==> src/logic/eic_pkg.sv <==
package eic_pkg;

    // ************************************************************
    // Sizes
    // ************************************************************
    localparam int MAX_SRC         = 23;
    localparam int NUM_SRC_DEFAULT = 18;
    localparam int SRC_IDX_W       = 5;
    localparam int NUM_LVL         = 4;
    localparam int LVL_W           = 2;
    localparam int NUM_EXT         = 2;
    localparam int ADDR_W          = 8;
    localparam int DATA_W          = 8;
    localparam int VEC_W           = 16;
    localparam int VEC_TAB_W       = VEC_W * MAX_SRC;

    // ************************************************************
    // Register addresses
    // ************************************************************
    localparam logic [ADDR_W-1:0] ADDR_ENA_PRI = 8'ha8;
    localparam logic [ADDR_W-1:0] ADDR_ENA_A   = 8'he6;
    localparam logic [ADDR_W-1:0] ADDR_ENA_B   = 8'he7;
    localparam logic [ADDR_W-1:0] ADDR_PLO_PRI = 8'hb8;
    localparam logic [ADDR_W-1:0] ADDR_PLO_A   = 8'hf6;
    localparam logic [ADDR_W-1:0] ADDR_PLO_B   = 8'hf7;
    localparam logic [ADDR_W-1:0] ADDR_PHI_PRI = 8'h84;
    localparam logic [ADDR_W-1:0] ADDR_PHI_A   = 8'hf4;
    localparam logic [ADDR_W-1:0] ADDR_PHI_B   = 8'hf5;
    localparam logic [ADDR_W-1:0] ADDR_PND_PRI = 8'h01;
    localparam logic [ADDR_W-1:0] ADDR_PND_A   = 8'h02;
    localparam logic [ADDR_W-1:0] ADDR_PND_B   = 8'h03;
    localparam logic [ADDR_W-1:0] ADDR_STATUS  = 8'h04;
    localparam logic [ADDR_W-1:0] ADDR_EXT_CFG = 8'h05;

    // ************************************************************
    // Field layout
    // ************************************************************
    localparam logic [1:0] SEG_PRI   = 2'h0;
    localparam logic [1:0] SEG_A     = 2'h1;
    localparam logic [1:0] SEG_B     = 2'h2;
    localparam int         SEG_PRI_W = 7;
    localparam int         SEG_A_LSB = 7;
    localparam int         SEG_B_LSB = 15;
    localparam int         SEG_W     = 8;
    localparam int         GLOB_BIT  = 7;
    localparam int STAT_ACT_LSB     = 0;
    localparam int STAT_REQ_BIT     = 4;
    localparam int EXTCFG_EDGE_LSB  = 0;
    localparam int EXTCFG_LOW_LSB   = 4;
    localparam logic [NUM_EXT*SRC_IDX_W-1:0] EXT_SRC_MAP = {5'h02, 5'h00};
    localparam logic [MAX_SRC-1:0] HW_CLR_DEFAULT = 23'h00000f;
    localparam logic [VEC_W-1:0]   VEC_BASE       = 16'h0003;
    localparam logic [VEC_W-1:0]   VEC_STEP       = 16'h0008;

    function automatic logic [VEC_TAB_W-1:0] eic_default_vectors();
        logic [VEC_TAB_W-1:0] t;
        t = '0;
        for (int i = 0; i < MAX_SRC; i++) begin
            t[i*VEC_W +: VEC_W] = VEC_BASE + VEC_STEP * VEC_W'(i);
        end
        return t;
    endfunction

    // ************************************************************
    // State
    // ************************************************************
    typedef struct packed {
        logic [MAX_SRC-1:0]   pend;
        logic [MAX_SRC-1:0]   en;
        logic [MAX_SRC-1:0]   en_prev;
        logic [MAX_SRC-1:0]   prio_lo;
        logic [MAX_SRC-1:0]   prio_hi;
        logic                 glob;
        logic                 glob_prev;
        logic [NUM_LVL-1:0]   active;
        logic [DATA_W-1:0]    ext_cfg;
        logic [NUM_EXT-1:0]   sync1;
        logic [NUM_EXT-1:0]   sync2;
        logic [NUM_EXT-1:0]   sync3;
        logic [NUM_EXT-1:0]   filt;
        logic [NUM_EXT-1:0]   act_prev;
        logic                 call;
        logic [VEC_W-1:0]     call_addr;
        logic [SRC_IDX_W-1:0] call_src;
        logic [LVL_W-1:0]     call_lvl;
        logic [DATA_W-1:0]    rdata;
    } eic_state_t;

    localparam eic_state_t EIC_STATE_RST = '0;

endpackage

==> src/logic/eic_arbiter.sv <==
module eic_arbiter
    import eic_pkg::*;
(
    input  wire logic [MAX_SRC-1:0]   cand_i,
    input  wire logic [MAX_SRC-1:0]   prio_lo_i,
    input  wire logic [MAX_SRC-1:0]   prio_hi_i,
    input  wire logic [NUM_LVL-1:0]   active_i,
    output logic                      hit_o,
    output logic [SRC_IDX_W-1:0]      win_o,
    output logic [LVL_W-1:0]          lvl_o
);

    // ************************************************************
    // Selection
    // ************************************************************
    // Scanning downward with >= lets the lowest index win a tie.
    always_comb begin
        logic [LVL_W:0]   thresh;
        logic [LVL_W-1:0] lvl;
        thresh = '0;
        lvl    = '0;
        hit_o  = 1'b0;
        win_o  = '0;
        lvl_o  = '0;
        for (int l = 0; l < NUM_LVL; l++) begin
            if (active_i[l]) begin
                thresh = (LVL_W+1)'(l + 1);
            end
        end
        for (int i = MAX_SRC - 1; i >= 0; i--) begin
            lvl = {prio_hi_i[i], prio_lo_i[i]};
            if (cand_i[i] && ({1'b0, lvl} >= thresh) &&
                (!hit_o || lvl >= lvl_o)) begin
                hit_o = 1'b1;
                win_o = SRC_IDX_W'(i);
                lvl_o = lvl;
            end
        end
    end

endmodule // eic_arbiter

==> src/logic/eic_ctrl.sv <==
// Operation
// - A source's valid condition sets its pending flag to one.
// - Pending flags set regardless of the source's enable state.
// - Request raised while a flag is pending and its source enabled.
// - At instruction end a long call goes to the source's service address.
// - Routines end with return; core resumes where it would have.
// - Pending flags of disabled sources raise no request.
// - One enable bit per source, spread over three enable registers.
// - Per-source enables count only while global enable bit 7 is one.
// - Global enable at zero suppresses every source.
// - Enable cleared just before a single-cycle instruction may still be taken.
// - Enable cleared before a multi-cycle instruction is never taken.
// - A cleared enable bit reads zero at once, even inside the routine.
// - Some flags clear on vectoring; software clears the rest.
// - Flag still set after return requests again, taken after one instruction.
// - Two-bit priority per source from high and low registers.
// - Higher level preempts a routine; level three is never preempted.
// - Highest level wins; equal levels fall back to fixed source order.
// - Software-written pending flags behave exactly like hardware-set ones; a same-cycle vectoring clear beats a write but not a new event.
//
// The implementer's own choices: the register addresses and the plain strobed port.
module eic_ctrl
    import eic_pkg::*;
#(
    parameter int                   NUM_SRC     = NUM_SRC_DEFAULT,
    parameter logic [VEC_TAB_W-1:0] VEC_TABLE   = eic_default_vectors(),
    parameter logic [MAX_SRC-1:0]   HW_CLR_MASK = HW_CLR_DEFAULT
) (
    input  wire logic                 clk_i,
    input  wire logic                 rst_i,
    input  wire logic [ADDR_W-1:0]    addr_i,
    input  wire logic [DATA_W-1:0]    wdata_i,
    input  wire logic                 wr_i,
    input  wire logic                 rd_i,
    output logic      [DATA_W-1:0]    rdata_o,
    input  wire logic [MAX_SRC-1:0]   src_event_i,
    input  wire logic [NUM_EXT-1:0]   ext_pin_i,
    input  wire logic                 insn_done_i,
    input  wire logic                 return_from_irq_insn_done_i,
    output logic                      irq_req_o,
    output logic                      call_o,
    output logic      [VEC_W-1:0]     call_addr_o,
    output logic      [SRC_IDX_W-1:0] call_src_o,
    output logic      [LVL_W-1:0]     call_lvl_o,
    output logic      [NUM_LVL-1:0]   active_o
);

    // ************************************************************
    // Helpers
    // ************************************************************
    function automatic logic [DATA_W-1:0] get_seg(
        input logic [MAX_SRC-1:0] v,
        input logic [1:0]         seg
    );
        logic [DATA_W-1:0] r;
        r = '0;
        case (seg)
            SEG_PRI: r[SEG_PRI_W-1:0] = v[SEG_PRI_W-1:0];
            SEG_A:   r = v[SEG_A_LSB +: SEG_W];
            default: r = v[SEG_B_LSB +: SEG_W];
        endcase
        return r;
    endfunction

    function automatic logic [MAX_SRC-1:0] put_seg(
        input logic [MAX_SRC-1:0] v,
        input logic [1:0]         seg,
        input logic [DATA_W-1:0]  d
    );
        logic [MAX_SRC-1:0] r;
        r = v;
        case (seg)
            SEG_PRI: r[SEG_PRI_W-1:0] = d[SEG_PRI_W-1:0];
            SEG_A:   r[SEG_A_LSB +: SEG_W] = d;
            default: r[SEG_B_LSB +: SEG_W] = d;
        endcase
        return r;
    endfunction

    function automatic logic [NUM_LVL-1:0] pop_level(
        input logic [NUM_LVL-1:0] a
    );
        logic [NUM_LVL-1:0] r;
        logic               done;
        r    = a;
        done = 1'b0;
        for (int l = NUM_LVL - 1; l >= 0; l--) begin
            if (!done && a[l]) begin
                r[l] = 1'b0;
                done = 1'b1;
            end
        end
        return r;
    endfunction

    // ************************************************************
    // State and derived signals
    // ************************************************************
    eic_state_t           s_q;
    eic_state_t           s_d;
    logic [MAX_SRC-1:0]   src_mask;
    logic [MAX_SRC-1:0]   en_eff;
    logic                 glob_eff;
    logic [MAX_SRC-1:0]   cand;
    logic [NUM_EXT-1:0]   ext_act;
    logic [NUM_EXT-1:0]   ext_set;
    logic [MAX_SRC-1:0]   set_vec;
    logic [MAX_SRC-1:0]   clr_vec;
    logic [DATA_W-1:0]    rd_val;
    logic                 hit;
    logic [SRC_IDX_W-1:0] win;
    logic [LVL_W-1:0]     win_lvl;

    genvar gi;
    generate
        for (gi = 0; gi < MAX_SRC; gi++) begin : g_src
            assign src_mask[gi] = (gi < NUM_SRC);
        end
        for (gi = 0; gi < NUM_EXT; gi++) begin : g_ext
            assign ext_act[gi] = s_q.filt[gi] ^
                                 s_q.ext_cfg[EXTCFG_LOW_LSB + gi];
            assign ext_set[gi] = s_q.ext_cfg[EXTCFG_EDGE_LSB + gi] ?
                                 (ext_act[gi] & ~s_q.act_prev[gi]) :
                                 ext_act[gi];
        end
    endgenerate

    // A cleared enable keeps acting for one more cycle, so only an
    // instruction boundary one cycle later can still catch it.
    assign en_eff   = s_q.en | s_q.en_prev;
    assign glob_eff = s_q.glob | s_q.glob_prev;
    assign cand     = s_q.pend & en_eff & src_mask &
                      {MAX_SRC{glob_eff}};

    eic_arbiter u_arbiter (
        .cand_i    (cand),
        .prio_lo_i (s_q.prio_lo),
        .prio_hi_i (s_q.prio_hi),
        .active_i  (s_q.active),
        .hit_o     (hit),
        .win_o     (win),
        .lvl_o     (win_lvl)
    );

    // ************************************************************
    // Event collection
    // ************************************************************
    always_comb begin
        set_vec = src_event_i;
        for (int p = 0; p < NUM_EXT; p++) begin
            set_vec[EXT_SRC_MAP[p*SRC_IDX_W +: SRC_IDX_W]] =
                set_vec[EXT_SRC_MAP[p*SRC_IDX_W +: SRC_IDX_W]] |
                ext_set[p];
        end
    end

    // ************************************************************
    // Read mux
    // ************************************************************
    always_comb begin
        rd_val = '0;
        case (addr_i)
            ADDR_ENA_PRI: begin
                rd_val = get_seg(s_q.en, SEG_PRI);
                rd_val[GLOB_BIT] = s_q.glob;
            end
            ADDR_ENA_A:   rd_val = get_seg(s_q.en, SEG_A);
            ADDR_ENA_B:   rd_val = get_seg(s_q.en, SEG_B);
            ADDR_PLO_PRI: rd_val = get_seg(s_q.prio_lo, SEG_PRI);
            ADDR_PLO_A:   rd_val = get_seg(s_q.prio_lo, SEG_A);
            ADDR_PLO_B:   rd_val = get_seg(s_q.prio_lo, SEG_B);
            ADDR_PHI_PRI: rd_val = get_seg(s_q.prio_hi, SEG_PRI);
            ADDR_PHI_A:   rd_val = get_seg(s_q.prio_hi, SEG_A);
            ADDR_PHI_B:   rd_val = get_seg(s_q.prio_hi, SEG_B);
            ADDR_PND_PRI: rd_val = get_seg(s_q.pend, SEG_PRI);
            ADDR_PND_A:   rd_val = get_seg(s_q.pend, SEG_A);
            ADDR_PND_B:   rd_val = get_seg(s_q.pend, SEG_B);
            ADDR_STATUS: begin
                rd_val[STAT_ACT_LSB +: NUM_LVL] = s_q.active;
                rd_val[STAT_REQ_BIT] = hit;
            end
            ADDR_EXT_CFG: rd_val = s_q.ext_cfg;
            default:      rd_val = '0;
        endcase
    end

    // ************************************************************
    // Next state
    // ************************************************************
    always_comb begin
        s_d           = s_q;
        clr_vec       = '0;
        s_d.call      = 1'b0;
        s_d.en_prev   = s_q.en;
        s_d.glob_prev = s_q.glob;
        s_d.sync1     = ext_pin_i;
        s_d.sync2     = s_q.sync1;
        s_d.sync3     = s_q.sync2;
        for (int p = 0; p < NUM_EXT; p++) begin
            if (s_q.sync2[p] == s_q.sync3[p]) begin
                s_d.filt[p] = s_q.sync3[p];
            end
        end
        s_d.act_prev = ext_act;

        if (wr_i) begin
            case (addr_i)
                ADDR_ENA_PRI: begin
                    s_d.en   = put_seg(s_q.en, SEG_PRI, wdata_i);
                    s_d.glob = wdata_i[GLOB_BIT];
                end
                ADDR_ENA_A:   s_d.en = put_seg(s_q.en, SEG_A, wdata_i);
                ADDR_ENA_B:   s_d.en = put_seg(s_q.en, SEG_B, wdata_i);
                ADDR_PLO_PRI: s_d.prio_lo = put_seg(s_q.prio_lo, SEG_PRI,
                                                    wdata_i);
                ADDR_PLO_A:   s_d.prio_lo = put_seg(s_q.prio_lo, SEG_A,
                                                    wdata_i);
                ADDR_PLO_B:   s_d.prio_lo = put_seg(s_q.prio_lo, SEG_B,
                                                    wdata_i);
                ADDR_PHI_PRI: s_d.prio_hi = put_seg(s_q.prio_hi, SEG_PRI,
                                                    wdata_i);
                ADDR_PHI_A:   s_d.prio_hi = put_seg(s_q.prio_hi, SEG_A,
                                                    wdata_i);
                ADDR_PHI_B:   s_d.prio_hi = put_seg(s_q.prio_hi, SEG_B,
                                                    wdata_i);
                ADDR_PND_PRI: s_d.pend = put_seg(s_q.pend, SEG_PRI,
                                                 wdata_i);
                ADDR_PND_A:   s_d.pend = put_seg(s_q.pend, SEG_A,
                                                 wdata_i);
                ADDR_PND_B:   s_d.pend = put_seg(s_q.pend, SEG_B,
                                                 wdata_i);
                ADDR_EXT_CFG: s_d.ext_cfg = wdata_i;
                default: ;
            endcase
        end

        // The return boundary is never itself a take point, so one more
        // instruction always runs before a still-pending flag re-enters.
        if (return_from_irq_insn_done_i) begin
            s_d.active = pop_level(s_q.active);
        end else if (insn_done_i && hit) begin
            s_d.call          = 1'b1;
            s_d.call_src      = win;
            s_d.call_addr     = VEC_TABLE[win*VEC_W +: VEC_W];
            s_d.call_lvl      = win_lvl;
            s_d.active[win_lvl] = 1'b1;
            clr_vec[win]      = HW_CLR_MASK[win];
        end

        // A new event beats any clear in the same cycle.
        s_d.pend = ((s_d.pend & ~clr_vec) | set_vec) & src_mask;

        s_d.rdata = rd_i ? rd_val : '0;
    end

    always_ff @(posedge clk_i) begin
        if (rst_i) begin
            s_q <= EIC_STATE_RST;
        end else begin
            s_q <= s_d;
        end
    end

    // ************************************************************
    // Outputs
    // ************************************************************
    assign rdata_o     = s_q.rdata;
    assign irq_req_o   = hit;
    assign call_o      = s_q.call;
    assign call_addr_o = s_q.call_addr;
    assign call_src_o  = s_q.call_src;
    assign call_lvl_o  = s_q.call_lvl;
    assign active_o    = s_q.active;

endmodule // eic_ctrl

==> config.mk <==
export PLATFORM = sky130hd
export DESIGN_NAME = eic_ctrl
export DESIGN_NICKNAME = d
export VERILOG_FILES = /design/src/logic/eic_pkg.sv /design/src/logic/eic_arbiter.sv /design/src/logic/eic_ctrl.sv
export SDC_FILE = /design/constraint.sdc
export NUM_CORES = 1
export LEC_CHECK = 0
export ABC_AREA = 1
export CORE_MARGIN = 5
export CORE_UTILIZATION = 56
export CTS_CLUSTER_DIAMETER = 100
export DETAILED_ROUTE_END_ITERATION = 10
export DONT_BUFFER_PORTS = 1
export PLACE_DENSITY = 0.76
export REMOVE_ABC_BUFFERS = 1
export SYNTH_ARGS = -nofsm -noshare
export SYNTH_HDL_FRONTEND = slang
export SYNTH_HIERARCHICAL = 1
export SYNTH_SLANG_ARGS = --single-unit
==> constraint.sdc <==
create_clock -name clk_i -period 22 [get_ports clk_i]
set_input_delay 6.6 -clock clk_i [delete_from_list [all_inputs] [get_ports clk_i]]
set_output_delay 6.6 -clock clk_i [all_outputs]
set_load 0.01 [all_outputs]
# After elaboration in Yosys (flattened, before gate mapping)
# Memories as Yosys holds them, arrays and structs flattened.
# Index checks and enable logic that the tools add are counted.
totals:
  output_inout_bits: 37
  regBits: 161
  wordCells: 344
  memories: 1
  romBits: 32
  input_bits: 47
mem_list:
  columns: ["name", "depth", "word_bits", "read_ports", "rd_clocked_by_memory_dff", "write_ports", "line", "rtl"]
  rows:
  - ["(no name shown)", 32, 1, 1, 0, 0, "eic_ctrl.sv:247", "clr_vec[win] = HW_CLR_MASK[win];"]
op_classes:
  n_bitwise: 28
  order_cmp: 49
  shift: 1
  n_eq_ne: 19
  mux: 101
  reduce_logical: 116
op_table:
  columns: ["op", "count"]
  rows:
  - ["368-bit by 10-bit variable part select with 16-bit output, first input constant", 1]
  - ["23-bit case mux with 3 select lines", 3]
  - ["5-bit 2-to-1 mux", 23]
  - ["8-bit equality test, second input constant", 9]
  - ["5-bit case mux with 14 select lines", 1]
  - ["2-bit by 3-bit greater-or-equal comparator with 1-bit output", 23]
  - ["18-bit bitwise AND", 3]
  - ["18-bit case mux with 3 select lines", 1]
  - ["1-bit logical AND", 51]
  - ["2-bit 2-to-1 mux", 23]
  - ["2-bit greater-or-equal comparator", 22]
  - ["41-bit 2-to-1 mux", 1]
  - ["3-bit case mux with 13 select lines", 1]
  - ["1-bit 2-to-1 mux", 38]
  - ["18-bit 2-to-1 mux", 2]
  - ["18-bit bitwise OR", 2]
  - ["4-bit AND reduction", 9]
  - ["1-bit logical NOT", 25]
  - ["24-bit 2-to-1 mux", 1]
  - ["18-bit by 23-bit bitwise AND with 23-bit output", 1]
  - ["1-bit logical OR", 22]
  - ["18-bit inverter", 1]
  - ["8-bit by 2-bit equality test with 1-bit output, second input constant", 2]
  - ["8-bit by 3-bit equality test with 1-bit output, second input constant", 2]
  - ["18 further kinds", 47]

# Logic depth before layout (Yosys ltp)
depth:
  depth_word: 105
  depth_mapped: 196

# Cells and area by module
# Netlist, hierarchy kept.
modules_own_cells:
  columns: ["mod", "n_inst", "seq_area_each_um2", "cells_each", "area_per_inst_um2"]
  rows:
  - ["eic_ctrl", 1, 3022.9, 967, 6891.6]
  - ["eic_arbiter", 1, 0.0, 568, 3224.3]

# Worst setup path after synthesis
# OpenSTA, ideal clock, no wires.
synth_timing:
  path_kind: "flip-flop to flip-flop"
  start: "register s_q, in the netlist active_o[3]"
  end: "register s_q, in the netlist call_addr_o[7]"
  required_time_ns: 21.872
  setup_ns: 0.128
  stages_incl_launch_ff: 138
  path_buffers: 2
  synth_period_minus_slack_ns: 18.080
  setup_slack_ns: 3.920
  arrival_time_ns: 17.952
  path_cell_list: "dfxtp_1 inv_2 buf_6 clkbuf_1 o21ai_0 ha_1 a21oi_1 nor2_2 nand2_2 o21ai_0 ha_1 inv_1 a21oi_1 or2_1 clkinv_1 nand2_2 nand2_2 o21ai_0 [102 not listed] nand2_1 ha_1 o21ai_0 nand3b_1 nand2_1 nand3_1 and2_1 ha_1 o21ai_0 nand3b_1 nand2_1 nand4_1 nor3_1 nor2_1 nor3_1 nor2_1 a21oi_1 nor2_1"
synth_between:
  elab_cells_between_ends: 206
  classes_between: "order compare (45); shift (1); mux (69); reduce/logical (91)"
synth_lines:
  columns: ["element", "line", "rtl"]
  rows:
  - ["from (decl)", "eic_ctrl.sv:99", "eic_state_t s_q;"]
  - ["from (signal assigned)", "eic_ctrl.sv:258", "s_q <= EIC_STATE_RST;"]
  - ["from (signal assigned)", "eic_ctrl.sv:260", "s_q <= s_d;"]
  - ["3-bit 2-to-1 mux *", "eic_arbiter.sv:26", "if (active_i[l]) begin"]
  - ["2-bit by 3-bit greater-or-equal comparator with 1-bit output", "eic_arbiter.sv:32", "if (cand_i[i] && ({1'b0, lvl} >= thresh) &&"]
  - ["1-bit logical AND", "eic_arbiter.sv:32", null]
  - ["2-bit 2-to-1 mux or 1-bit 2-to-1 mux (tied branches)", "eic_arbiter.sv:32", null]
  - ["2-bit greater-or-equal comparator or 1-bit logical NOT (tied branches)", "eic_arbiter.sv:33", "(!hit_o || lvl >= lvl_o)) begin"]
  - ["1-bit logical OR", "eic_arbiter.sv:33", null]
  - ["1-bit logical AND", "eic_arbiter.sv:32", null]
  - ["2-bit 2-to-1 mux or 1-bit 2-to-1 mux (tied branches)", "eic_arbiter.sv:32", null]
  - ["[78 not listed]", null, null]
  - ["1-bit logical AND", "eic_arbiter.sv:32", null]
  - ["2-bit 2-to-1 mux or 1-bit 2-to-1 mux (tied branches)", "eic_arbiter.sv:32", null]
  - ["2-bit greater-or-equal comparator or 1-bit logical NOT (tied branches)", "eic_arbiter.sv:33", null]
  - ["1-bit logical OR", "eic_arbiter.sv:33", null]
  - ["1-bit logical AND", "eic_arbiter.sv:32", null]
  - ["5-bit 2-to-1 mux *", "eic_arbiter.sv:32", null]
  - ["net win[3]", "eic_ctrl.sv:111", "logic [SRC_IDX_W-1:0] win;"]
  - ["368-bit by 10-bit variable part select with 16-bit output *", "eic_ctrl.sv:244", "s_d.call_addr = VEC_TABLE[win*VEC_W +: VEC_W];"]
# Mark *: on every way through the listed nets, which the timed path passes. The rest lies on a longest branch.
# A chain may end at the register's enable or synchronous reset.

# Worst setup path in the final report
# Same ends and word-level chain as after synthesis.

==> flow_summary.toml <==
[synth]
synth-seq-cells = 151
synth_edf_count = 0
synth_area_um2 = 10100
ys.flop_type = "dfxtp_1"
synth-seq-area-share_pct = 29.9
syn_inst = 1535
ys_types = 43
async_reset_ff_share_pct = 0
ys_warn_count = 6
avgSynthCellArea_um2 = 6.59

[drt]
postRouteAntennaNets = 0
via_count = 9527
wire_per_inst_um = 16.3
drc_errors = 0
vias_per_cell = 5.51
routed_wl_um = 28200
first_pass_iters = 6
drt_iter0_markers = 896

[grt]
grt_busiest_layer = "met2"
grt_pass1_wl_um = 44700
grt_pass1_vias = 8694
grtUsageTotal_pct = 27.2
grt_max_degree = 84
antenna_found_initial = 0
grt_use_met1_pct = 36.6
overflow = 0
use_met2_pct = 40.6
grt_util_met3_pct = 7.18

[die]
num_io_pins = 84
initial_core_util_pct = 56.5
coreArea_um2 = 17900
die_y_um = 144
die_area_um2 = 20900
die_w_um = 144
rows = 49

[critical_path]
crit_buf_inv = 19
cp_slowest_cell = "nor3_1"
endpoint_kind = "flip-flop"
required_ns = 22.33
critPathTopFamily = "simple AND/OR/NAND/NOR gates"
worstSetupStartpointType = "flip-flop"
crit_type = "flip-flop to flip-flop"
worst-path-max-fanout = 23
worstPathArrival_ns = 19.70
cpPeakStageDelay_ns = 0.73

[timing]
max-slew-margin-rel_pct = 38.7
finalCritPeriodShare_pct = 88.0
timing.hold.ws_ns = 0.407
finalSetupViolations = 0
worst_slew_pin_slew_ns = 0.913
hold_violations = 0
drv_slew = 0
rsz0062_at_grt = "no"
fin_crit_ns = 19.37
fin_skew_ns = 0.0143
max_freq_ghz = 0.0516
finalSetupTns_ns = 0

[clocking]
cts_tree = "done"
worstSkewPairLatency_ns = 0.44
cts.sinks = 151
root_buffer = "clkbuf_16"
htreeDepth = 4
cts_setup_buffers = 0
post_cts_resized = 0
cts_buffers = 17
hold_buffers = 0
clk_pin_slew_ns = 0.07
clk_path_buf_depth = 2

[power_and_ir_drop]
p_switching_uw = 189
combinationalPowerShare_pct = 13.2
clkPwrFrac_pct = 43.2
p_sw_share_pct = 29.1
leakage_nw = 4.71
pwr_density_cell_nw_per_um2 = 61.5
ir_drop_uv = 55.5
intPower_uw = 461
p_seq_share_pct = 43.6

[layout]
stdcell_count = 1729
fin_nets = 1587
fillers = 1727
final_layout_size_suffix_gt1_share_pct = 11.2
n_antenna_cell = 0
synthToLayoutAreaGrowth_pct = 4.38

[placement]
dpl.hpwl_um = 20600
placed_cells = 1697
io_buffers = 0
place_congestion = 0.935

[min_path]
hp-class = "flip-flop to flip-flop"

[run_status]
status = "complete, no violations"

[job]
maxCapViolCount = 0
## path summary, 6_finish.rpt
kind               start        endpoint  slack (ns)  cells after the start
min reg2reg      s_d[39]         s_d[37]        0.41                      2
min              s_d[39]         s_d[37]        0.41                      2
max reg2reg  active_o[3]  call_addr_o[7]        2.63                    136
max          active_o[3]  call_addr_o[7]        2.63                    136
## synth_stat cells, types with 2 or more instances
master	n	share of area, %
nand3b_1	4	0.30
o21bai_1	3	0.22
nor2_4	4	0.45
o21ai_0	141	7.0
nor2_1	188	7.0
inv_1	228	8.5
nand3_2	31	3.1
a31oi_1	8	0.49
xnor2_1	2	0.17
and2_1	6	0.37
a21oi_1	137	6.8
buf_4	38	2.8
nor2_2	10	0.62
o21ai_1	7	0.35
nand2_4	24	2.7
buf_2	19	0.94
nand2_1	220	8.2
nor3_1	19	0.94
nand2_2	42	2.6
ha_1	53	6.6
nand3_1	144	7.1
or2_2	3	0.19
clkbuf_1	27	1.0
dfxtp_1	151	30
inv_2	8	0.30
## layer usage
layer  wire length [um]  vias up
li1                   -     4809
met5                  0        -
met3               2600       83
met4               1260        0
met1              12200     4243
met2              12100      392
## cell families after synthesis
logic type               share of synthesized area (%)
AND/OR/NAND/NOR                                   34.4
flip-flops                                        29.9
AO/OA/AOI/OAI                                     15.3
adder cells (fa/ha/maj)                           6.56
other                                           0.0371
buffers and inverters                             13.7
XOR/XNOR                                         0.173
## power groups by stage
stage	Clock [mW]	Sequential (mW)	Combinational, mW
after global routing	0.297	0.284	0.0965
after CTS	0.281	0.283	0.0825
after floorplan	0	0.288	0.0692
after detailed placement	0	0.289	0.0821
final	0.281	0.283	0.0855
after global placement	0	0.289	0.0804
## cell usage in the layout, fill, tap and decap left out, drive strengths merged, types with 3 or more instances in the layout
cell,netlist,final
o21ai,149,149
or2,4,4
o21bai,3,3
buf,58,5
ha,53,53
nor2,203,203
a21oi,138,138
a31oi,8,8
and2,7,7
clkinv,1,4
clkbuf,27,19
nand3b,5,5
dfxtp,151,151
nand3,175,175
nor3,20,20
nand2,286,286
inv,236,244
conb,1,14
## sequential cells by signal (all words and copies together), names as in the netlist
register / cells
call_lvl_o: 2
active_o: 4
call_src_o: 5
rdata_o: 8
s_d: 28
call_addr_o: 6
s_q: 97
call_o: 1
## final cells by class
class                           count  area (um^2)  area share [%]
Clock buffer                       19          453            4.29
Clock inverter                     13          106            1.01
Inverter                          237          890            8.43
Multi-Input combinational cell   1075         5760            54.6
Sequential cell                   151         3020            28.6
Tap cell                          229          287            2.71
Timing Repair Buffer                5         37.5           0.355
## worst min-delay path: cells and delay by family (launching register included)
| kind | cells | cell delay [ns] |
|---|---|---|
| flip-flops | 1 | 0.30 |
| AND/OR/NAND/NOR | 1 | 0.03 |
| buffers and inverters | 1 | 0.04 |
## through the flow
stage                     utilization, %  power, mW  cell area (um^2)  setup slack (ns)
final                               59.0      0.650             10600              2.63
after global routing                59.0      0.677             10600             0.596
after floorplan                        -      0.357              9670              3.96
after global placement              55.9      0.370             10000              3.22
after detailed placement            55.9      0.372             10000              2.74
after CTS                           59.0      0.646             10600              2.73
(Power assumes the default switching activity.)
